$ cat src/rtl/cct_params.svh
`ifndef CCT_PARAMS_SVH
`define CCT_PARAMS_SVH

// register indices on the plain register port
`define CCT_OFS_COUNT      4'h0
`define CCT_OFS_GEN_A      4'h1
`define CCT_OFS_GEN_B      4'h2
`define CCT_OFS_BUF_C      4'h3
`define CCT_OFS_BUF_D      4'h4
`define CCT_OFS_MODE       4'h5
`define CCT_OFS_CONTROL    4'h6
`define CCT_OFS_IO_CTRL    4'h7
`define CCT_OFS_IRQ_EN     4'h8
`define CCT_OFS_FLAGS      4'h9

// mode register fields
`define CCT_MODE_RUN       7
`define CCT_MODE_DIR       1
`define CCT_MODE_PWM       0

// control register fields
`define CCT_CTL_CLR_HI     6
`define CCT_CTL_CLR_LO     5
`define CCT_CTL_CKS_HI     2
`define CCT_CTL_CKS_LO     0

// io control register fields
`define CCT_IO_BUF_B       7
`define CCT_IO_CAP_B       6
`define CCT_IO_ACT_B_HI    5
`define CCT_IO_ACT_B_LO    4
`define CCT_IO_BUF_A       3
`define CCT_IO_CAP_A       2
`define CCT_IO_ACT_A_HI    1
`define CCT_IO_ACT_A_LO    0

// flag and enable bit positions (same in both registers)
`define CCT_FLG_OVF        3
`define CCT_FLG_UDF        2
`define CCT_FLG_B          1
`define CCT_FLG_A          0

// reset values
`define CCT_RST_GEN        16'hFFFF
`define CCT_RST_REG8       8'h00
`define CCT_RST_CNT        16'h0000
`define CCT_PWM_INIT_LVL   1'b0

`endif

$ cat src/rtl/cct_pkg.sv
package cct_pkg;

   // pins arriving from outside, all asynchronous to the system clock
   typedef struct packed {
      logic clk_b;   // external count input b / phase input b
      logic clk_a;   // external count input a / phase input a
      logic cap_b;   // capture input of channel b
      logic cap_a;   // capture input of channel a
   } pin_in_s;

   // one driven pin: level plus output enable
   typedef struct packed {
      logic lvl;
      logic oe;
   } pin_out_s;

   // compare output action, also capture edge select in capture use
   typedef enum logic [1:0] {
      ACT_HOLD   = 2'h0,
      ACT_LOW    = 2'h1,
      ACT_HIGH   = 2'h2,
      ACT_TOGGLE = 2'h3
   } out_act_e;

   // counter clear source
   typedef enum logic [1:0] {
      CLR_NONE  = 2'h0,
      CLR_BY_A  = 2'h1,
      CLR_BY_B  = 2'h2,
      CLR_NEVER = 2'h3
   } clr_src_e;

   // count source select
   typedef enum logic [2:0] {
      CKS_DIV1  = 3'h0,
      CKS_DIV2  = 3'h1,
      CKS_DIV4  = 3'h2,
      CKS_DIV8  = 3'h3,
      CKS_DIV32 = 3'h4,
      CKS_EXT_A = 3'h5,
      CKS_NONE  = 3'h6,
      CKS_EXT_B = 3'h7
   } clk_sel_e;

endpackage : cct_pkg

$ cat src/rtl/capture_compare_pwm_timer.sv
// What this block does
// RULE1 - capture select set: capture counter into general register
// RULE2 - channel a compare: match drives configured level
// RULE3 - channel b compare: match drives configured level
// RULE4 - pwm mode: match a drives pin a high
// RULE5 - pwm mode: match b drives pin a low
// RULE6 - buffer a capture: old a moves into c
// RULE7 - buffer a compare: match a reloads a from c
// RULE8 - buffer b capture: old b moves into d
// RULE9 - buffer b: match b reloads b from d
// RULE10 - direction bit selects increment or phase counting
// RULE11 - mode bit 0 selects timer or pwm
// RULE12 - io bit 7 enables buffer d
// RULE13 - io bit 3 enables buffer c
// RULE14 - enable bit 3 gates overflow interrupt
// RULE15 - enable bit 1 gates channel b interrupt
// RULE16 - enable bit 0 gates channel a interrupt
// RULE17 - run cleared stops count, resets pwm pin
// RULE18 - clear source: none, by a, by b
// RULE19 - compare match sets channel flag
// RULE20 - flag clears only by read then write 0
// RULE21 - interrupt while any enabled flag set
//
// Decided for this implementation: the register addresses and strobed register access.
`timescale 1ns/1ps
`default_nettype none
`include "cct_params.svh"

module capture_compare_pwm_timer #(
   parameter int CNT_W = 16    // counter and general register width
) (
   // clock and reset
   input  wire logic               i_clk_sys,
   input  wire logic               i_rst,
   // register port
   input  wire logic [3:0]         i_addr,
   input  wire logic [CNT_W-1:0]   i_wdata,
   input  wire logic               i_wr,
   input  wire logic               i_rd,
   output logic      [CNT_W-1:0]   o_rdata,
   // pins
   input  wire cct_pkg::pin_in_s   i_pins,
   output cct_pkg::pin_out_s       o_pin_a,
   output cct_pkg::pin_out_s       o_pin_b,
   // interrupt request
   output logic                    o_irq
);

   ////////////////////////////////////////////////////////////////////////
   // state
   logic [3:0]       sync1_reg, sync2_reg, prev_reg;   // pin synchronisers
   logic [4:0]       div_reg, div_next;                // prescaler
   logic [CNT_W-1:0] count_reg, count_next;            // count_value
   logic [CNT_W-1:0] gen_a_reg, gen_a_next;            // general_reg_a
   logic [CNT_W-1:0] gen_b_reg, gen_b_next;            // general_reg_b
   logic [CNT_W-1:0] buf_c_reg, buf_c_next;            // buffer_reg_c
   logic [CNT_W-1:0] buf_d_reg, buf_d_next;            // buffer_reg_d
   logic [7:0]       mode_reg, mode_next;              // mode_reg
   logic [7:0]       ctl_reg, ctl_next;                // control_reg
   logic [7:0]       io_reg, io_next;                  // io_control_reg
   logic [3:0]       ien_reg, ien_next;                // irq_enable_reg
   logic [3:0]       flag_reg, flag_next;              // flag_reg
   logic [3:0]       armed_reg, armed_next;            // flags seen as 1 by a read
   logic             pin_a_reg, pin_a_next;            // output_pin_a level
   logic             pin_b_reg, pin_b_next;            // output_pin_b level
   logic             irq_reg, irq_next;
   logic [CNT_W-1:0] rdata_reg, rdata_next;

   ////////////////////////////////////////////////////////////////////////
   // decoded controls and events
   logic             run, pwm, dir, buf_a, buf_b, cap_a, cap_b;
   logic             cmp_a, cmp_b;           // channel in compare use
   logic             rise_ca, rise_cb, fall_ca;
   logic             tick, inc, dec, cnt_evt;
   logic             match_a, match_b, capt_a, capt_b, clear_evt;
   logic             ovf, udf;
   logic [3:0]       flag_set, flag_clr;
   cct_pkg::out_act_e act_a, act_b;
   cct_pkg::clr_src_e clr_src;
   cct_pkg::clk_sel_e clk_sel;

   // capture edge test for one synchronised pin
   function automatic logic cap_edge(input logic cur, input logic old, input cct_pkg::out_act_e sel);
      logic r;
      r = 1'b0;
      case (sel)
         cct_pkg::ACT_HOLD: r = cur & ~old;   // rising edge
         cct_pkg::ACT_LOW:  r = ~cur & old;   // falling edge
         default:           r = cur ^ old;    // both edges
      endcase
      return r;
   endfunction : cap_edge

   // compare action applied to the present pin level
   function automatic logic cmp_level(input logic cur, input cct_pkg::out_act_e act);
      logic r;
      r = cur;
      case (act)
         cct_pkg::ACT_LOW:    r = 1'b0;
         cct_pkg::ACT_HIGH:   r = 1'b1;
         cct_pkg::ACT_TOGGLE: r = ~cur;
         default:             r = cur;
      endcase
      return r;
   endfunction : cmp_level

   ////////////////////////////////////////////////////////////////////////
   // field decode and event detection
   always_comb begin
      run     = mode_reg[`CCT_MODE_RUN];
      pwm     = mode_reg[`CCT_MODE_PWM];                        // [RULE11]
      dir     = mode_reg[`CCT_MODE_DIR];
      buf_a   = io_reg[`CCT_IO_BUF_A];                          // [RULE13]
      buf_b   = io_reg[`CCT_IO_BUF_B];                          // [RULE12]
      cap_a   = io_reg[`CCT_IO_CAP_A];
      cap_b   = io_reg[`CCT_IO_CAP_B];
      act_a   = cct_pkg::out_act_e'(io_reg[`CCT_IO_ACT_A_HI:`CCT_IO_ACT_A_LO]);
      act_b   = cct_pkg::out_act_e'(io_reg[`CCT_IO_ACT_B_HI:`CCT_IO_ACT_B_LO]);
      clr_src = cct_pkg::clr_src_e'(ctl_reg[`CCT_CTL_CLR_HI:`CCT_CTL_CLR_LO]);
      clk_sel = cct_pkg::clk_sel_e'(ctl_reg[`CCT_CTL_CKS_HI:`CCT_CTL_CKS_LO]);
      // pwm mode forces channel a into compare use, channel b too
      cmp_a   = pwm | ~cap_a;
      cmp_b   = pwm | ~cap_b;
      // edges on the external clock pins, from the second stage onward
      rise_ca = sync2_reg[2] & ~prev_reg[2];
      fall_ca = ~sync2_reg[2] & prev_reg[2];
      rise_cb = sync2_reg[3] & ~prev_reg[3];
      // count source; the prescaler runs freely so a change of rate
      // takes effect without restarting it
      case (clk_sel)
         cct_pkg::CKS_DIV1:  tick = 1'b1;
         cct_pkg::CKS_DIV2:  tick = div_reg[0];
         cct_pkg::CKS_DIV4:  tick = &div_reg[1:0];
         cct_pkg::CKS_DIV8:  tick = &div_reg[2:0];
         cct_pkg::CKS_DIV32: tick = &div_reg[4:0];
         cct_pkg::CKS_EXT_A: tick = rise_ca;
         cct_pkg::CKS_EXT_B: tick = rise_cb;
         default:            tick = 1'b0;   // prohibited code counts nothing
      endcase
      // phase counting: edges of a, direction from the level of b
      if (dir) begin                                            // [RULE10]
         inc = run & ((rise_ca & ~sync2_reg[3]) | (fall_ca & sync2_reg[3]));
         dec = run & ((rise_ca & sync2_reg[3]) | (fall_ca & ~sync2_reg[3]));
      end else begin
         inc = run & tick;                                      // [RULE10]
         dec = 1'b0;
      end
      cnt_evt = inc | dec;
      // a match is taken as the counter leaves the matching value
      match_a = cnt_evt & cmp_a & (count_reg == gen_a_reg);
      match_b = cnt_evt & cmp_b & (count_reg == gen_b_reg);
      capt_a  = ~pwm & cap_a & cap_edge(sync2_reg[0], prev_reg[0], act_a);
      capt_b  = ~pwm & cap_b & cap_edge(sync2_reg[1], prev_reg[1], act_b);
      case (clr_src)                                            // [RULE18]
         cct_pkg::CLR_BY_A: clear_evt = match_a | capt_a;
         cct_pkg::CLR_BY_B: clear_evt = match_b | capt_b;
         default:           clear_evt = 1'b0;
      endcase
      ovf = inc & (&count_reg) & ~clear_evt;
      udf = dec & (count_reg == '0) & ~clear_evt;
   end

   ////////////////////////////////////////////////////////////////////////
   // next state of counter, registers, pins and flags
   always_comb begin
      div_next   = div_reg + 5'h01;
      count_next = count_reg;
      gen_a_next = gen_a_reg;
      gen_b_next = gen_b_reg;
      buf_c_next = buf_c_reg;
      buf_d_next = buf_d_reg;
      mode_next  = mode_reg;
      ctl_next   = ctl_reg;
      io_next    = io_reg;
      ien_next   = ien_reg;
      armed_next = armed_reg;
      pin_a_next = pin_a_reg;
      pin_b_next = pin_b_reg;
      flag_clr   = 4'h0;
      rdata_next = '0;

      // software writes; hardware transfers below take precedence
      if (i_wr) begin
         case (i_addr)
            `CCT_OFS_COUNT:   count_next = i_wdata;
            `CCT_OFS_GEN_A:   gen_a_next = i_wdata;
            `CCT_OFS_GEN_B:   gen_b_next = i_wdata;
            `CCT_OFS_BUF_C:   buf_c_next = i_wdata;
            `CCT_OFS_BUF_D:   buf_d_next = i_wdata;
            `CCT_OFS_MODE:    mode_next  = i_wdata[7:0];
            `CCT_OFS_CONTROL: ctl_next   = {1'b0, i_wdata[6:0]};
            `CCT_OFS_IO_CTRL: io_next    = i_wdata[7:0];
            `CCT_OFS_IRQ_EN:  ien_next   = i_wdata[3:0];
            `CCT_OFS_FLAGS: begin
               // only a flag read as 1 beforehand can be cleared by 0
               flag_clr   = armed_reg & ~i_wdata[3:0];          // [RULE20]
               armed_next = 4'h0;
            end
            default: ;                                          // unmapped: ignored
         endcase
      end

      // read data, one cycle later; unmapped reads give zero
      if (i_rd) begin
         case (i_addr)
            `CCT_OFS_COUNT:   rdata_next = count_reg;
            `CCT_OFS_GEN_A:   rdata_next = gen_a_reg;
            `CCT_OFS_GEN_B:   rdata_next = gen_b_reg;
            `CCT_OFS_BUF_C:   rdata_next = buf_c_reg;
            `CCT_OFS_BUF_D:   rdata_next = buf_d_reg;
            `CCT_OFS_MODE:    rdata_next = {8'h00, mode_reg};
            `CCT_OFS_CONTROL: rdata_next = {8'h00, ctl_reg};
            `CCT_OFS_IO_CTRL: rdata_next = {8'h00, io_reg};
            `CCT_OFS_IRQ_EN:  rdata_next = {12'h000, ien_reg};
            `CCT_OFS_FLAGS: begin
               rdata_next = {12'h000, flag_reg};
               armed_next = flag_reg;                           // [RULE20]
            end
            default:          rdata_next = '0;
         endcase
      end

      // counter: clear beats count, stopped counter holds unless a capture clears it
      if (clear_evt)
         count_next = '0;                                       // [RULE18]
      else if (inc)
         count_next = count_reg + 16'h0001;                     // [RULE10]
      else if (dec)
         count_next = count_reg - 16'h0001;

      // channel a: capture, or compare reload from the buffer
      if (capt_a) begin
         gen_a_next = count_reg;                                // [RULE1]
         if (buf_a)
            buf_c_next = gen_a_reg;                             // [RULE6]
      end else if (match_a && buf_a) begin
         gen_a_next = buf_c_reg;                                // [RULE7]
      end
      // channel b likewise, pwm included
      if (capt_b) begin
         gen_b_next = count_reg;                                // [RULE1]
         if (buf_b)
            buf_d_next = gen_b_reg;                             // [RULE8]
      end else if (match_b && buf_b) begin
         gen_b_next = buf_d_reg;                                // [RULE9]
      end

      // pin levels
      if (pwm) begin
         if (!run)
            pin_a_next = `CCT_PWM_INIT_LVL;                     // [RULE17]
         else if (match_b)
            pin_a_next = 1'b0;                                  // [RULE5]
         else if (match_a)
            pin_a_next = 1'b1;                                  // [RULE4]
      end else begin
         if (match_a)
            pin_a_next = cmp_level(pin_a_reg, act_a);           // [RULE2]
         if (match_b)
            pin_b_next = cmp_level(pin_b_reg, act_b);           // [RULE3]
      end

      // flags: a set in the clearing cycle wins
      flag_set = {ovf, udf, match_b | capt_b, match_a | capt_a};   // [RULE19]
      flag_next = (flag_reg & ~flag_clr) | flag_set;               // [RULE20]
      irq_next  = |(flag_next & ien_reg);              // [RULE14] [RULE15] [RULE16] [RULE21]
   end

   ////////////////////////////////////////////////////////////////////////
   // registers
   always_ff @(posedge i_clk_sys) begin
      if (i_rst) begin
         sync1_reg <= 4'h0;
         sync2_reg <= 4'h0;
         prev_reg  <= 4'h0;
         div_reg   <= 5'h00;
         count_reg <= `CCT_RST_CNT;
         gen_a_reg <= `CCT_RST_GEN;
         gen_b_reg <= `CCT_RST_GEN;
         buf_c_reg <= `CCT_RST_GEN;
         buf_d_reg <= `CCT_RST_GEN;
         mode_reg  <= `CCT_RST_REG8;
         ctl_reg   <= `CCT_RST_REG8;
         io_reg    <= `CCT_RST_REG8;
         ien_reg   <= 4'h0;
         flag_reg  <= 4'h0;
         armed_reg <= 4'h0;
         pin_a_reg <= `CCT_PWM_INIT_LVL;
         pin_b_reg <= 1'b0;
         irq_reg   <= 1'b0;
         rdata_reg <= '0;
      end else begin
         sync1_reg <= i_pins;         // first stage, read only by the second
         sync2_reg <= sync1_reg;
         prev_reg  <= sync2_reg;
         div_reg   <= div_next;
         count_reg <= count_next;
         gen_a_reg <= gen_a_next;
         gen_b_reg <= gen_b_next;
         buf_c_reg <= buf_c_next;
         buf_d_reg <= buf_d_next;
         mode_reg  <= mode_next;
         ctl_reg   <= ctl_next;
         io_reg    <= io_next;
         ien_reg   <= ien_next;
         flag_reg  <= flag_next;
         armed_reg <= armed_next;
         pin_a_reg <= pin_a_next;
         pin_b_reg <= pin_b_next;
         irq_reg   <= irq_next;
         rdata_reg <= rdata_next;
      end
   end

   ////////////////////////////////////////////////////////////////////////
   // outputs; pin b is not driven in pwm mode or while capturing
   assign o_rdata     = rdata_reg;
   assign o_irq       = irq_reg;
   // whole-struct drives: one continuous driver per output variable
   assign o_pin_a     = {pin_a_reg, cmp_a};
   assign o_pin_b     = {pin_b_reg, ~pwm & ~cap_b};
endmodule : capture_compare_pwm_timer

`default_nettype wire

$ cat config.mk
export PLATFORM = sky130hd
export DESIGN_NAME = capture_compare_pwm_timer
export DESIGN_NICKNAME = d
export VERILOG_FILES = /design/src/rtl/cct_pkg.sv /design/src/rtl/capture_compare_pwm_timer.sv
export VERILOG_INCLUDE_DIRS = /design/src /design/src/rtl
export SDC_FILE = /design/constraint.sdc
export NUM_CORES = 1
export LEC_CHECK = 0
export BUFFER_PORTS_ARGS = -buffer_cell sky130_fd_sc_hd__buf_4
export CAP_MARGIN = 15
export CORE_MARGIN = 1.5
export CORE_UTILIZATION = 55
export CTS_BUF_LIST = sky130_fd_sc_hd__clkbuf_4
export DETAILED_ROUTE_END_ITERATION = 12
export GPL_TIMING_DRIVEN = 1
export PLACE_DENSITY_LB_ADDON = 0.1
export SYNTH_ARGS = -nofsm -noshare
export SYNTH_HDL_FRONTEND = slang
export SYNTH_SLANG_ARGS = --single-unit
$ cat constraint.sdc
create_clock -name i_clk_sys -period 3 [get_ports i_clk_sys]
set_input_delay 0.3 -clock i_clk_sys [delete_from_list [all_inputs] [get_ports i_clk_sys]]
set_output_delay 0.3 -clock i_clk_sys [all_outputs]
set_load 0.005 [all_outputs]
==> metrics <==
fin crit period 2.78 ns; Sum Neg Setup Slack 0 ns; first-pass GRT wire length 45600 um; Synth area leader dfxtp_1; clk_lat worst skew 0.57 ns; worst slew pin tran 1.24 ns; CP dominant cell by count ha_1; Final nets 1202; final hold violations 0; Max Clk Rate 0.359 GHz; IO Count 49; vias in the first global route 8048; DRT iter0 DRCs 1423; fillers 1404; root buf cell clkbuf_4; Total Routing Usage GR 0.360; critical path arrival 3.27 ns; synthesized flop and latch total 151; max-slew violation count 0; total wire length 29200 um; Synth Area in Compound Gates 0.217; DRT antenna net count 0; Vias/cell 6.42; total number of placement rows 45; crit-path max FO 16; share of cells above drive strength 1 0.138; worst setup margin 0.218 ns; clock slew at reported path FFs 0.13 ns; final worst path period share 0.927; CP endpoint kind flop; pin count of the biggest net entering global routing 89; DR pass1 iterations 7; Die H 129 um; Initial Util 0.568; unrepaired setup endpoints after global routing false; syn_area_per_cell 7.75 um2; DR vias 8878; Yosys warning total 0; FFs w/ async S/R, synth 0; Post-synth EDFFs 0; leak pwr 4.00 nW; post-synthesis adder-cell area fraction 0.0229; Post-synth top cells dfxtp_1, nand2_1, nor2_1, nand3_1, clkbuf_1; Die Span X 129 um; most frequent cell after synthesis dfxtp_1; Post-Synth Simple-Gate Area 0.247; Core Area 15400 um2; Hold Crit Class input port to flop; Clock Skew 0.0146 ns; critical path, cell by cell ha_1, ha_1, a21oi_1, a311o_1, a31oi_2, o2111a_1, nand3_1, o2111ai_1; initial antenna violation count 1; top_reg_cell synth dfxtp_1; hpwl dp 20000 um; cell count after synthesis 1125; Max IR drop VDD 0.322 mV; setup violators final 0; status complete, no violations; Synth Cell Area 8720 um2; drt drc 0; WP data required 3.49 ns; Pwr Density 400 nW/um2; port bufs 48; Slew HR 0.168; dominant cells by area after synthesis dfxtp_1, nand3_1, nand2_1; H-tree levels 4; Worst Hold Slack 0.0314 ns; total CTS buffers 17; Critical Path Slowest Stage Cell o2111a_1; CTS max path bufs 2; per-cell routed wire length 21.1 um; Largest stage delay, worst path 0.74 ns; CP Class flop to flop; pre-CTS WS 0.318 ns; Placed Instances 1342; Tot Pwr 0.00391 W; crit start category flop; Synth Area in XOR/XNOR 0.0422; Die ar. 16600 um2; syn_nets 1169; mux contribution to synthesized area 0.0535; max-cap viol count 0; largest family of logic cells by synthesized area simple AND/OR/NAND/NOR gates; Distinct cells, synth 69; CTS tree done; grt ovf 0; sequential share of the synthesized area 0.347; Yosys top cell area share 0.347; postcts setup bufs 0; CTS Sinks 151; gpl congestion 0.913; P&R area growth vs syn 12.0%; final cell count without fillers 1383
placed cells by master (no fill, tap or decap), types with 4 or more instances in the layout:
master	count
a22oi_1	24
and3b_1	4
xor2_1	6
inv_1	55
and3_1	21
clkinv_4	4
o211ai_1	10
o21ai_0	66
buf_4	103
nand4b_1	4
a221oi_1	7
nor3_1	13
xnor2_1	36
mux2i_1	32
a211oi_1	10
nand2_1	120
mux2_2	5
a222oi_1	4
nand3_1	95
nand2b_1	5
dlygate4sd3_1	8
nor3b_1	6
or4_1	4
dfxtp_1	151
a21oi_1	75
mux4_2	4
a31oi_1	9
nand4_1	11
nor2b_1	17
nor4_1	4
a311oi_1	6
o2111ai_1	34
ha_1	16
nor2_1	106
clkbuf_4	21
nand3b_1	5
stage by stage:
stage               utilization  cell area (um2)
floorplan                     -             8720
global placement          0.612             9410
detailed placement        0.612             9410
CTS                       0.635             9760
global route              0.636             9770
finish                    0.636             9770
final timing paths:
kind	from	end	slack (ns)	cells past startpoint
worst min-delay path	i_wdata[10]	gen_b_reg[10]$_SDFFE_PP1P_	0.03	3
worst max register to register	div_reg[0]$_SDFF_PP0_	gen_b_reg[6]$_SDFFE_PP1P_	0.22	8
worst max-delay path	div_reg[0]$_SDFF_PP0_	gen_b_reg[6]$_SDFFE_PP1P_	0.22	8
worst min register to register	sync1_reg[1]$_SDFF_PP0_	sync2_reg[1]$_SDFF_PP0_	0.45	1
final cells by class:
| class | instances | area [um2] | share of cell area |
|---|---|---|---|
| clock inverters | 11 | 125 | 0.0128 |
| repair buffers | 113 | 893 | 0.0914 |
| well taps | 211 | 264 | 0.0270 |
| multi-input cells | 820 | 5100 | 0.522 |
| inverters | 55 | 206 | 0.0211 |
| clock buffers | 21 | 158 | 0.0161 |
| diodes | 1 | 2.50 | 0.000256 |
| flip-flops and latches | 151 | 3020 | 0.309 |
report_power, final:
part           switching [W]  internal [W]
clock               0.000782      0.000533
combinational       0.000287      0.000200
sequential         0.0000547       0.00205
layer usage:
| layer | wire length, um | track usage | part of all wire | up-vias |
|---|---|---|---|---|
| met5 | 0 | 0 | 0 | - |
| met4 | 1050 | 0.136 | 0.036 | 0 |
| met3 | 3510 | 0.0931 | 0.12 | 96 |
| met2 | 12200 | 0.516 | 0.42 | 574 |
| met1 | 12500 | 0.516 | 0.43 | 4117 |
| li1 | - | - | - | 4091 |
critical path, delay by kind of cell, from the launching register on:
kind | cells | cell delay (ns)
flops | 1 | 0.41
fa+ha+maj | 2 | 0.39
compound gates | 5 | 1.74
simple gates | 1 | 0.16
logic make-up after synthesis:
logic type                 after synthesis
xor gates and xnor gates                42
buffers and inverters                  154
and+or+nand+nor                        441
AOI/OAI and AO/OA                      280
DFF                                    151
muxes                                   41
adders and majority gates               16
what timing repair did:
action	in CTS	in global routing
hold buffers	7	1
hold endpoints to repair	8	1
resized for setup	0	0
No activity file was read; power rests on OpenSTA's default activity.
